<file path="src/core/pab_pkg.sv">
// Constants, register map and carrier types for the PWM to converter sync.
// Assumes one 100 MHz clock and a plain address/strobe register port.
// Summary of operation
// [RULE1] A loop cycle starts on the PWM cycle-start or mid-cycle trigger.
// [RULE2] Cycle-start fires at period start; mid-cycle at the channel match.
// [RULE3] The PWM trigger reaches the delay blocks through the trigger router.
// [RULE4] Delay block a drives converter a; delay block b drives converter b.
// [RULE5] Pre-triggers pick converter channels and order by their delays.
// [RULE6] A converter starts converting on the rising edge of its trigger.
// [RULE7] A pre-trigger sets its lock; the conversion done flag releases it.
// [RULE8] No next pre-trigger is issued while a conversion is still running.
// [RULE9] Sensorless mode: commutation timer schedules and forces commutations.
// [RULE10] Hall mode: each captured edge is a commutation forcing a new sector.
// [RULE11] Hall mode: sector comes from the Hall input levels.
// [RULE12] Sensorless commutation resets the PWM counter through the router.
// [RULE13] The PWM cycle-start trigger starts both delay block counters.
// [RULE14] Counter reaching the first delay starts the first measurement.
// [RULE15] Bus current is sampled first, by the first pre-trigger of block b.
// [RULE16] Bus voltage and back-EMF are sampled together late in the pulse.
// [RULE17] Block a samples back-EMF on first; block b bus voltage on second.
// [RULE18] Results are queued in memory automatically, no CPU per sample.
// [RULE19] A completed conversion raises the interrupt output. The code raises it only for a result accepted into the queue.
// [RULE20] Hall edges restart the PWM counter and issue cycle-start too.
// [RULE21] Hall mode disables delay block a and converter a.
// [RULE22] Hall mode keeps block b measuring current and voltage as before.
// [RULE23] Back-EMF results are dropped during blanking after commutation.
package pab_pkg;

  localparam int CLK_MHZ = 100;
  localparam int CONV_TIME_NS = 1000;
  localparam int CONV_CYC = (CONV_TIME_NS * CLK_MHZ + 999) / 1000;

  localparam int AW = 8;
  localparam int DW = 32;
  localparam int QDEPTH = 16;

  localparam logic [AW-1:0] A_CTRL = 8'h00;
  localparam logic [AW-1:0] A_PWM_MOD = 8'h04;
  localparam logic [AW-1:0] A_PWM_DUTY = 8'h08;
  localparam logic [AW-1:0] A_MATCH = 8'h0c;
  localparam logic [AW-1:0] A_COMM_PER = 8'h10;
  localparam logic [AW-1:0] A_BLANK = 8'h14;
  localparam logic [AW-1:0] A_DLY_A0 = 8'h18;
  localparam logic [AW-1:0] A_DLY_B0 = 8'h1c;
  localparam logic [AW-1:0] A_DLY_B1 = 8'h20;
  localparam logic [AW-1:0] A_STATUS = 8'h24;
  localparam logic [AW-1:0] A_QDATA = 8'h28;

  localparam int C_EN = 0;
  localparam int C_HALL = 1;
  localparam int C_MID = 2;
  localparam int C_FORCE = 3;
  localparam int C_ROUTE = 4;

  localparam logic [15:0] PWM_MOD_RST = 16'h03e7;
  localparam logic [15:0] PWM_DUTY_RST = 16'h01f4;
  localparam logic [15:0] MATCH_RST = 16'h01c2;
  localparam logic [15:0] COMM_PER_RST = 16'hffff;
  localparam logic [15:0] BLANK_RST = 16'h0064;
  localparam logic [15:0] DLY_A0_RST = 16'h01a4;
  localparam logic [15:0] DLY_B0_RST = 16'h0010;
  localparam logic [15:0] DLY_B1_RST = 16'h01a4;

  localparam logic [1:0] CH_BEMF = 2'h0;
  localparam logic [1:0] CH_IBUS = 2'h1;
  localparam logic [1:0] CH_VBUS = 2'h2;
  localparam logic [2:0] SECTOR_BAD = 3'h7;

  typedef struct packed {
    logic [1:0] chan;
    logic [11:0] data;
  } pab_result_t;

  typedef struct packed {
    logic [15:0] delay0;
    logic [15:0] delay1;
  } pab_delays_t;

endpackage

</file>
<file path="src/core/pab_sync.sv">
// PWM timer, commutation/Hall timers, trigger router, two delay blocks
// with their converters, and the result queue.
// Assumes sense and Hall inputs already synchronous to clock.
//
// The register offsets and the plain strobed port were left to the implementer.
`timescale 1ns/1ns

module pab_pair
  import pab_pkg::*;
#(
  parameter logic [1:0] CH0 = 2'h0,
  parameter logic [1:0] CH1 = 2'h0,
  parameter logic USE2 = 1'b1
) (
  input wire logic clock,
  input wire logic rst_b,
  input wire logic enable,
  input wire logic start,
  input wire pab_delays_t delays,
  input wire logic [11:0] sample0,
  input wire logic [11:0] sample1,
  output logic res_valid,
  output pab_result_t res,
  output logic [1:0] lock
);

  logic [15:0] cnt_q;
  logic run_q;
  logic [1:0] fired_q;
  logic [1:0] lock_q;
  logic busy_q;
  logic sel_q;
  logic [7:0] conv_q;
  logic [11:0] hold_q;
  logic valid_q;
  pab_result_t res_q;
  logic fire0;
  logic fire1;
  logic done;

  // Second pre-trigger waits for the first and for every lock to clear
  assign fire0 = run_q && enable && !fired_q[0] &&
                 cnt_q >= delays.delay0 && lock_q == 2'h0; // [RULE8] [RULE14]
  assign fire1 = run_q && enable && USE2 && fired_q[0] && !fired_q[1] &&
                 cnt_q >= delays.delay1 && lock_q == 2'h0; // [RULE5] [RULE8]
  assign done = busy_q && conv_q == 8'h00;

  always_ff @(posedge clock) begin
    if (!rst_b) begin
      cnt_q <= 16'h0000;
      run_q <= 1'b0;
      fired_q <= 2'h0;
    end else if (start && enable) begin // [RULE13]
      cnt_q <= 16'h0000;
      run_q <= 1'b1;
      fired_q <= 2'h0;
    end else begin
      if (!enable) begin
        run_q <= 1'b0;
      end else if (run_q && cnt_q != 16'hffff) begin
        cnt_q <= cnt_q + 16'h0001;
      end
      if (fire0) begin
        fired_q[0] <= 1'b1;
      end
      if (fire1) begin
        fired_q[1] <= 1'b1;
      end
    end
  end

  always_ff @(posedge clock) begin
    if (!rst_b) begin
      lock_q <= 2'h0;
    end else begin
      if (done) begin
        lock_q[sel_q] <= 1'b0; // [RULE7]
      end
      if (fire0) begin
        lock_q[0] <= 1'b1; // [RULE7]
      end
      if (fire1) begin
        lock_q[1] <= 1'b1; // [RULE7]
      end
    end
  end

  // Sample is held at the trigger edge so late input changes do not leak in
  always_ff @(posedge clock) begin
    if (!rst_b) begin
      busy_q <= 1'b0;
      sel_q <= 1'b0;
      conv_q <= 8'h00;
      hold_q <= 12'h000;
    end else if (fire0 || fire1) begin // [RULE6]
      busy_q <= 1'b1;
      sel_q <= fire1;
      conv_q <= 8'(CONV_CYC - 1);
      hold_q <= fire1 ? sample1 : sample0; // [RULE4]
    end else if (done) begin
      busy_q <= 1'b0;
    end else if (busy_q) begin
      conv_q <= conv_q - 8'h01;
    end
  end

  always_ff @(posedge clock) begin
    if (!rst_b) begin
      valid_q <= 1'b0;
      res_q <= '0;
    end else begin
      valid_q <= done;
      if (done) begin
        res_q.chan <= sel_q ? CH1 : CH0;
        res_q.data <= hold_q;
      end
    end
  end

  assign res_valid = valid_q;
  assign res = res_q;
  assign lock = lock_q;

endmodule

module pab_sync
  import pab_pkg::*;
(
  input wire logic clock,
  input wire logic rst_b,
  input wire logic [AW-1:0] addr,
  input wire logic [DW-1:0] wr_data,
  input wire logic wr_stb,
  input wire logic rd_stb,
  output logic [DW-1:0] rd_data,
  input wire logic [2:0] hall_in,
  input wire logic [11:0] bemf_in,
  input wire logic [11:0] ibus_in,
  input wire logic [11:0] vbus_in,
  output logic pwm_out,
  output logic [2:0] sector,
  output logic irq
);

  logic [4:0] ctrl_q;
  logic [15:0] pwm_mod_q;
  logic [15:0] pwm_duty_q;
  logic [15:0] match_q;
  logic [15:0] comm_per_q;
  logic [15:0] blank_per_q;
  pab_delays_t dly_a_q;
  pab_delays_t dly_b_q;
  logic force_q;

  logic [15:0] comm_cnt_q;
  logic [2:0] hall_q;
  logic hall_vld_q;
  logic comm_evt;
  logic [2:0] sector_q;
  logic [15:0] blank_q;

  logic [15:0] pwm_cnt_q;
  logic cyc_start_q;
  logic mid_q;
  logic pwm_q;
  logic route_trig;
  logic delay_start;

  logic a_valid;
  logic b_valid;
  pab_result_t a_res;
  pab_result_t b_res;
  logic [1:0] a_lock;
  logic [1:0] b_lock;

  pab_result_t q_mem [QDEPTH];
  logic [3:0] wr_ptr_q;
  logic [3:0] rd_ptr_q;
  logic [4:0] q_cnt_q;
  logic acc_a;
  logic acc_b;
  logic pop;
  logic ovf_q;
  logic irq_q;
  logic [DW-1:0] rd_q;

  logic en;
  logic hall_mode;
  logic wr_hit_ctrl;

  assign en = ctrl_q[C_EN];
  assign hall_mode = ctrl_q[C_HALL];
  assign wr_hit_ctrl = wr_stb && addr == A_CTRL;

  function automatic logic [2:0] hall_sector(input logic [2:0] h);
    unique case (h)
      3'h1: hall_sector = 3'h0;
      3'h3: hall_sector = 3'h1;
      3'h2: hall_sector = 3'h2;
      3'h6: hall_sector = 3'h3;
      3'h4: hall_sector = 3'h4;
      3'h5: hall_sector = 3'h5;
      default: hall_sector = SECTOR_BAD;
    endcase
  endfunction

  always_ff @(posedge clock) begin
    if (!rst_b) begin
      ctrl_q <= 5'h00;
      pwm_mod_q <= PWM_MOD_RST;
      pwm_duty_q <= PWM_DUTY_RST;
      match_q <= MATCH_RST;
      comm_per_q <= COMM_PER_RST;
      blank_per_q <= BLANK_RST;
      dly_a_q <= '{delay0: DLY_A0_RST, delay1: 16'h0000};
      dly_b_q <= '{delay0: DLY_B0_RST, delay1: DLY_B1_RST};
    end else if (wr_stb) begin
      unique case (addr)
        // Force bit is a command, never stored, so it reads back as 0
        A_CTRL: ctrl_q <= {wr_data[C_ROUTE], 1'b0, wr_data[C_MID:C_EN]};
        A_PWM_MOD: pwm_mod_q <= wr_data[15:0];
        A_PWM_DUTY: pwm_duty_q <= wr_data[15:0];
        A_MATCH: match_q <= wr_data[15:0]; // [RULE2]
        A_COMM_PER: comm_per_q <= wr_data[15:0];
        A_BLANK: blank_per_q <= wr_data[15:0];
        A_DLY_A0: dly_a_q.delay0 <= wr_data[15:0];
        A_DLY_B0: dly_b_q.delay0 <= wr_data[15:0];
        A_DLY_B1: dly_b_q.delay1 <= wr_data[15:0];
        default: ;
      endcase
    end
  end

  // Force is a self-clearing command bit
  always_ff @(posedge clock) begin
    if (!rst_b) begin
      force_q <= 1'b0;
    end else begin
      force_q <= wr_hit_ctrl && wr_data[C_FORCE];
    end
  end

  always_ff @(posedge clock) begin
    if (!rst_b) begin
      hall_q <= 3'h0;
      hall_vld_q <= 1'b0;
    end else begin
      hall_q <= hall_in;
      hall_vld_q <= 1'b1;
    end
  end

  // Either the free commutation timer or any Hall edge marks a commutation
  assign comm_evt = en && (hall_mode ?
                    (hall_vld_q && hall_q != hall_in) : // [RULE10]
                    (comm_cnt_q >= comm_per_q || force_q)); // [RULE9]

  always_ff @(posedge clock) begin
    if (!rst_b) begin
      comm_cnt_q <= 16'h0000;
    end else if (!en || hall_mode || comm_evt) begin
      comm_cnt_q <= 16'h0000;
    end else begin
      comm_cnt_q <= comm_cnt_q + 16'h0001; // [RULE9]
    end
  end

  always_ff @(posedge clock) begin
    if (!rst_b) begin
      sector_q <= 3'h0;
    end else if (hall_mode) begin
      sector_q <= hall_sector(hall_in); // [RULE11]
    end else if (comm_evt) begin
      sector_q <= sector_q >= 3'h5 ? 3'h0 : sector_q + 3'h1;
    end
  end

  always_ff @(posedge clock) begin
    if (!rst_b) begin
      blank_q <= 16'h0000;
    end else if (comm_evt && !hall_mode) begin
      blank_q <= blank_per_q; // [RULE23]
    end else if (blank_q != 16'h0000) begin
      blank_q <= blank_q - 16'h0001;
    end
  end

  // Router path to the PWM timer; off means it free runs
  assign route_trig = comm_evt && ctrl_q[C_ROUTE]; // [RULE12] [RULE20]

  always_ff @(posedge clock) begin
    if (!rst_b) begin
      pwm_cnt_q <= 16'h0000;
      cyc_start_q <= 1'b0;
      mid_q <= 1'b0;
      pwm_q <= 1'b0;
    end else if (!en) begin
      pwm_cnt_q <= 16'h0000;
      cyc_start_q <= 1'b0;
      mid_q <= 1'b0;
      pwm_q <= 1'b0;
    end else begin
      if (route_trig || pwm_cnt_q >= pwm_mod_q) begin
        pwm_cnt_q <= 16'h0000; // [RULE12] [RULE20]
        cyc_start_q <= 1'b1; // [RULE2]
      end else begin
        pwm_cnt_q <= pwm_cnt_q + 16'h0001;
        cyc_start_q <= 1'b0;
      end
      mid_q <= !route_trig && pwm_cnt_q == match_q; // [RULE2]
      pwm_q <= !route_trig && pwm_cnt_q < pwm_duty_q;
    end
  end

  assign delay_start = ctrl_q[C_MID] ? mid_q : cyc_start_q; // [RULE1] [RULE3]

  pab_pair #(
    .CH0(CH_BEMF),
    .CH1(CH_BEMF),
    .USE2(1'b0)
  ) u_delay_a (
    .clock(clock),
    .rst_b(rst_b),
    .enable(en && !hall_mode), // [RULE21]
    .start(delay_start), // [RULE13]
    .delays(dly_a_q),
    .sample0(bemf_in), // [RULE16] [RULE17]
    .sample1(bemf_in),
    .res_valid(a_valid),
    .res(a_res),
    .lock(a_lock)
  );

  pab_pair #(
    .CH0(CH_IBUS),
    .CH1(CH_VBUS),
    .USE2(1'b1)
  ) u_delay_b (
    .clock(clock),
    .rst_b(rst_b),
    .enable(en), // [RULE22]
    .start(delay_start), // [RULE13]
    .delays(dly_b_q),
    .sample0(ibus_in), // [RULE15]
    .sample1(vbus_in), // [RULE16] [RULE17]
    .res_valid(b_valid),
    .res(b_res),
    .lock(b_lock)
  );

  // Space checked without counting a same-cycle pop: may drop one early
  assign acc_a = a_valid && blank_q == 16'h0000 &&
                 q_cnt_q < 5'(QDEPTH); // [RULE23] [RULE18]
  assign acc_b = b_valid &&
                 (q_cnt_q + {4'h0, acc_a}) < 5'(QDEPTH); // [RULE18]
  assign pop = rd_stb && addr == A_QDATA && q_cnt_q != 5'h00;

  always_ff @(posedge clock) begin
    if (acc_a) begin
      q_mem[wr_ptr_q] <= a_res; // [RULE18]
    end
    if (acc_b) begin
      q_mem[wr_ptr_q + {3'h0, acc_a}] <= b_res; // [RULE18]
    end
  end

  always_ff @(posedge clock) begin
    if (!rst_b) begin
      wr_ptr_q <= 4'h0;
      rd_ptr_q <= 4'h0;
      q_cnt_q <= 5'h00;
    end else begin
      wr_ptr_q <= wr_ptr_q + {3'h0, acc_a} + {3'h0, acc_b};
      rd_ptr_q <= rd_ptr_q + {3'h0, pop};
      q_cnt_q <= q_cnt_q + {4'h0, acc_a} + {4'h0, acc_b} - {4'h0, pop};
    end
  end

  // Status read clears the flags, but a new event in that cycle wins
  always_ff @(posedge clock) begin
    if (!rst_b) begin
      irq_q <= 1'b0;
      ovf_q <= 1'b0;
    end else begin
      if (rd_stb && addr == A_STATUS) begin
        irq_q <= 1'b0;
        ovf_q <= 1'b0;
      end
      if (acc_a || acc_b) begin
        irq_q <= 1'b1; // [RULE19]
      end
      if ((a_valid && blank_q == 16'h0000 && !acc_a) ||
          (b_valid && !acc_b)) begin
        ovf_q <= 1'b1;
      end
    end
  end

  always_ff @(posedge clock) begin
    if (!rst_b) begin
      rd_q <= '0;
    end else if (rd_stb) begin
      unique case (addr)
        A_CTRL: rd_q <= {27'h0, ctrl_q};
        A_PWM_MOD: rd_q <= {16'h0, pwm_mod_q};
        A_PWM_DUTY: rd_q <= {16'h0, pwm_duty_q};
        A_MATCH: rd_q <= {16'h0, match_q};
        A_COMM_PER: rd_q <= {16'h0, comm_per_q};
        A_BLANK: rd_q <= {16'h0, blank_per_q};
        A_DLY_A0: rd_q <= {16'h0, dly_a_q.delay0};
        A_DLY_B0: rd_q <= {16'h0, dly_b_q.delay0};
        A_DLY_B1: rd_q <= {16'h0, dly_b_q.delay1};
        A_STATUS: rd_q <= {18'h0, irq_q, ovf_q, q_cnt_q,
                           sector_q, a_lock, b_lock};
        A_QDATA: rd_q <= q_cnt_q != 5'h00 ?
                         {1'b1, 17'h0, q_mem[rd_ptr_q]} : '0;
        default: rd_q <= '0;
      endcase
    end else begin
      rd_q <= '0;
    end
  end

  assign rd_data = rd_q;
  assign pwm_out = pwm_q;
  assign sector = sector_q;
  assign irq = irq_q;

endmodule

</file>
<file path="config.mk">
export PLATFORM = sky130hd
export DESIGN_NAME = pab_sync
export DESIGN_NICKNAME = d
export VERILOG_FILES = /design/src/core/pab_pkg.sv /design/src/core/pab_sync.sv
export SDC_FILE = /design/constraint.sdc
export NUM_CORES = 1
export LEC_CHECK = 0
export CAP_MARGIN = 20
export CORE_MARGIN = 5
export CORE_UTILIZATION = 64
export CTS_CLUSTER_DIAMETER = 100
export DETAILED_ROUTE_END_ITERATION = 12
export DONT_BUFFER_PORTS = 1
export PLACE_DENSITY = 0.8
export SLEW_MARGIN = 20
export SYNTH_ARGS = -nofsm -noshare
export SYNTH_HDL_FRONTEND = slang
export SYNTH_HIERARCHICAL = 1
export SYNTH_SLANG_ARGS = --single-unit
</file>
<file path="constraint.sdc">
create_clock -name clock -period 4.75 [get_ports clock]
set_input_delay 0.475 -clock clock [delete_from_list [all_inputs] [get_ports clock]]
set_output_delay 0.475 -clock clock [all_outputs]
set_load 0.01 [all_outputs]
</file>
==> impl_summary.md <==
Run status
The flow ran to the end, and the final reports show no timing, DRC or antenna violations.

Critical path
The data arrival time at the worst-slack endpoint is around 4700 ps. The worst setup path is of the reg2reg kind. The sort of element at the start of the critical path is a register. The number of cells on the worst reg-to-reg path is 14. Broken down by cell family, the worst path's largest delay share belongs to simple AND/OR/NAND/NOR gates. The critical path goes through inv_1 > ha_1 > nor2b_1 > nand4_1 > nor4b_4 > ha_1 > ha_1 > nand3_1 > xor2_1 > and2_1 > nor3b_4 > nand3_2 > o21ai_1 > buf_4.

The setup slack of the worst register-to-register path is ~420 ps. STA puts the critical path data required time at 5070 ps. Among all stages on the critical path, the largest delay is contributed by sky130_fd_sc_hd__nor4b_4. The worst-path maximum fanout is 15. The capturing point of the worst reg2reg path is q_mem[4][6]. The cell repeated most along the worst path is sky130_fd_sc_hd__ha_1. The number of buffer and inverter instances along the worst setup path is 2. The worst register-to-register path begins at blank_q[0]. The worst setup path is captured at a register.

For this run, the slowest stage of the critical path takes 440 ps.

STA
The clock period minus final worst setup slack is 4330 ps. Derived from the worst setup path, the maximum achievable clock frequency is 231 MHz. Measured against its own limit, the worst slew margin works out to 27.8%. Adding up every negative setup slack in the final design gives 0 ps. At the pin with the least slew margin, the transition time is 1080 ps. The worst-case clock skew is between 30 and 40 ps.

The final number of hold-violating endpoints was 0. Setup repair after global routing left no endpoint under its margin. Setup violations remaining at the end of the flow were counted as 0. Of the available clock period, the critical path in the final layout requires just over 90%. The count of pins over their slew limit was 0. Across all hold checks on the routed design, the worst slack comes to ~22 ps.

Synth
In the post-synthesis netlist, the biggest area contributors are sky130_fd_sc_hd__edfxtp_1, sky130_fd_sc_hd__dfxtp_1, sky130_fd_sc_hd__mux2_2. The most instantiated flip-flop cell in the synthesis netlist is sky130_fd_sc_hd__dfxtp_1. Yosys printed 6 warnings. The count of flip-flops with a built-in enable after synthesis is between 200 and 250. The post-synthesis cell area is 29,000 sq um.

Synthesis instantiated 97 different standard cells from the library. The share of synthesized area in the top cell type comes to 23.2%. For this run, the register share of the synthesized area comes to 46.2%. The number of register bits inferred by synthesis is 557.

The synthesized area divided by synthesized cell count is 10.5 sq um. After synthesis, the share of flip-flops with an asynchronous set or reset is 0%. The count of mapped cells out of synthesis is roughly 2,800. Of all cell types, the one taking the most synthesized area is sky130_fd_sc_hd__edfxtp_1.

Route
After detailed routing, the average wire length per cell comes to 26.0 um. The post-detailed-route DRC marker count is 0. The number of violations reported at the end of detailed-routing iteration 0 is a little under 3,000. The total routed wirelength is ~88 mm. The total number of vias is 22,600. The routed via count divided by cell count is ~6.7. The number of nets with antenna violations after routing is 0. The first detailed-routing pass took 7 iterations.

Power and ir drop
Power spread over the standard cell area amounts to 337 nW/um^2. The completed layout was analyzed and its total power is 10.7 mW. VDD sags by at most 318 uV. In this run the static leakage power is 11.8 nW.

Global route
The number of antenna violations at the first check in global routing is 8. Global routing used 34.5% of the available tracks. The global route total overflow is 0. The first-pass GRT wire length is 133 mm. The via count of the first global-routing pass is ~22,000. Entering global routing, the biggest net connects slightly above 60 pins.

CTS
The tree is rooted in a sky130_fd_sc_hd__clkbuf_16. The insertion delay of the later-clocked pin in the worst-skew pair is 630 ps. Clock-pin slew was measured on the worst setup and hold paths at 60 ps.

The post-CTS resize count is 0. The sink count of the clock tree is between 500 and 600. The H-tree depth reported by CTS is 2.

TritonCTS built the clock tree. Counting along the longest clock path gives a buffer depth of 3. The number of buffers inserted during clock tree synthesis is 58. The post-CTS setup repair buffer count is 0.

Floorplanning
During I/O placement, the number of pins put on the boundary was 120. The floorplan die area is 49,600 sq um. The starting utilization of the core area is 64.2%.

The horizontal die dimension is roughly 220 um. The floorplan has just under 80 rows. The core outline area is 45,100 sq um. The die height is 223 um.

Hold path
The worst hold path class is in2reg. The worst hold path passes through 2 cells. The start point of the worst hold path is wr_data[1]. The end point of the worst hold path is ctrl_q[1].

Place
The final weighted congestion in routability-driven placement is about 1.0. The HPWL after detailed placement is 60.2 mm. The count of buffers inserted at the top-level ports is 0.

Final layout
The layout cell share with drive strength beyond 1 is 18.7%. For this run, the share of the core covered by cells in the final layout is approximately 70%. The area growth from synthesis to final layout is 9.55%. In the final design database the tool counted ~2,900 nets.

Job
The number of max-capacitance violations reported is 0.
[cells in the final DEF (no fill, tap or decap), types with 63 or more instances in the layout]
master / count
sky130_fd_sc_hd__a21oi_1: 193
sky130_fd_sc_hd__mux2_2: 235
sky130_fd_sc_hd__ha_1: 119
sky130_fd_sc_hd__mux4_2: 70
sky130_fd_sc_hd__nand2_1: 357
sky130_fd_sc_hd__nand3_1: 96
sky130_fd_sc_hd__buf_4: 63
sky130_fd_sc_hd__inv_1: 127
sky130_fd_sc_hd__edfxtp_1: 224
sky130_fd_sc_hd__dfxtp_1: 331
sky130_fd_sc_hd__nor2_1: 139
[logic make-up (layout without fill, tap and decap cells)]
logic type | Yosys count | in the layout | share of synthesized area [%]
AOI/OAI and AO/OA | 499 | 499 | 11.3
other | 2 | 24 | 0.0259
and+or+nand+nor | 828 | 828 | 13.6
xor gates and xnor gates | 106 | 106 | 3.21
adders and majority gates | 120 | 120 | 5.21
DFF | 557 | 557 | 46.2
muxes | 326 | 326 | 15.3
buffers and inverters | 333 | 334 | 5.16
[power breakdown]
group	internal, mW	switching (mW)	total (mW)	leakage, nW
clock network	2.91	1.99	4.90	1.01
logic	0.288	0.418	0.706	6.08
registers	5.01	0.0682	5.07	4.75
total	8.21	2.48	10.7	11.8
[how the worst max path moves through the flow]
stage / startpoint / endpoint / slack, ps / depth (start not counted)
2_1_floorplan: blank_q[6] / q_mem[4][0] / 1020 / 13
3_3_place_gp: blank_q[6] / q_mem[4][6] / 640 / 12
3_5_place_dp: blank_q[0] / q_mem[4][9] / 550 / 14
4_1_cts: blank_q[0] / q_mem[4][6] / 500 / 14
5_1_grt: blank_q[0] / q_mem[4][6] / 200 / 14
6_report: blank_q[0] / q_mem[4][6] / 420 / 14
[state kept, by name, summed over array words and instances, names as in the netlist, 8 cells and up]
name              cells
dly_b_q              32
match_q              16
u_delay_b/hold_q     12
blank_per_q          16
u_delay_a/conv_q      8
comm_cnt_q           16
pwm_cnt_q            16
pwm_mod_q            16
blank_q              16
u_delay_b/conv_q      8
dly_a_q              16
u_delay_a/cnt_q      16
u_delay_a/hold_q     12
u_delay_b/res        14
u_delay_a/res        12
rd_data              17
comm_per_q           16
pwm_duty_q           16
q_mem               224
u_delay_b/cnt_q      16
[cell type report]
type	count	area [sq um]
Multi-Input combinational cell	1897	14200
Clock buffer	71	1620
Sequential cell	557	13400
Clock inverter	36	437
Antenna cell	6	15.0
Inverter	129	485
Fill cell	3207	13400
Tap cell	600	751
Timing Repair Buffer	98	851
[synthesized netlist by cell type, drive strengths merged, types with 58 or more instances]
cell type / number
xor2: 58
inv: 128
nor3: 58
ha: 119
nand2: 358
a21oi: 196
nand3: 100
o21ai: 59
dfxtp: 333
nor2: 143
mux2: 235
mux4: 70
buf: 76
clkbuf: 128
edfxtp: 224
[routing by layer]
layer,global-route usage (%),vias to the layer above,wire length (um)
met5,0,-,13
met4,17.8,2,5350
met2,57.9,1311,42500
li1,-,9969,-
met1,43.7,11000,32600
met3,5.07,283,7980
[metrics by stage]
step           instances  area (sq um)  setup WS, ps
6_report            3394         31700           418
3_3_place_gp        3247         29300           642
2_1_floorplan       2787         29000          1020
5_1_grt             3394         31700           198
3_5_place_dp        3247         29300           550
4_1_cts             3388         31700           498
[what timing repair did]
item                                   4_1_cts  5_1_grt
setup endpoints to repair                    0        0
hold buffers                                34        0
endpoints found under the hold margin      161        0
Note: power is estimated with default switching activity, not from simulation.
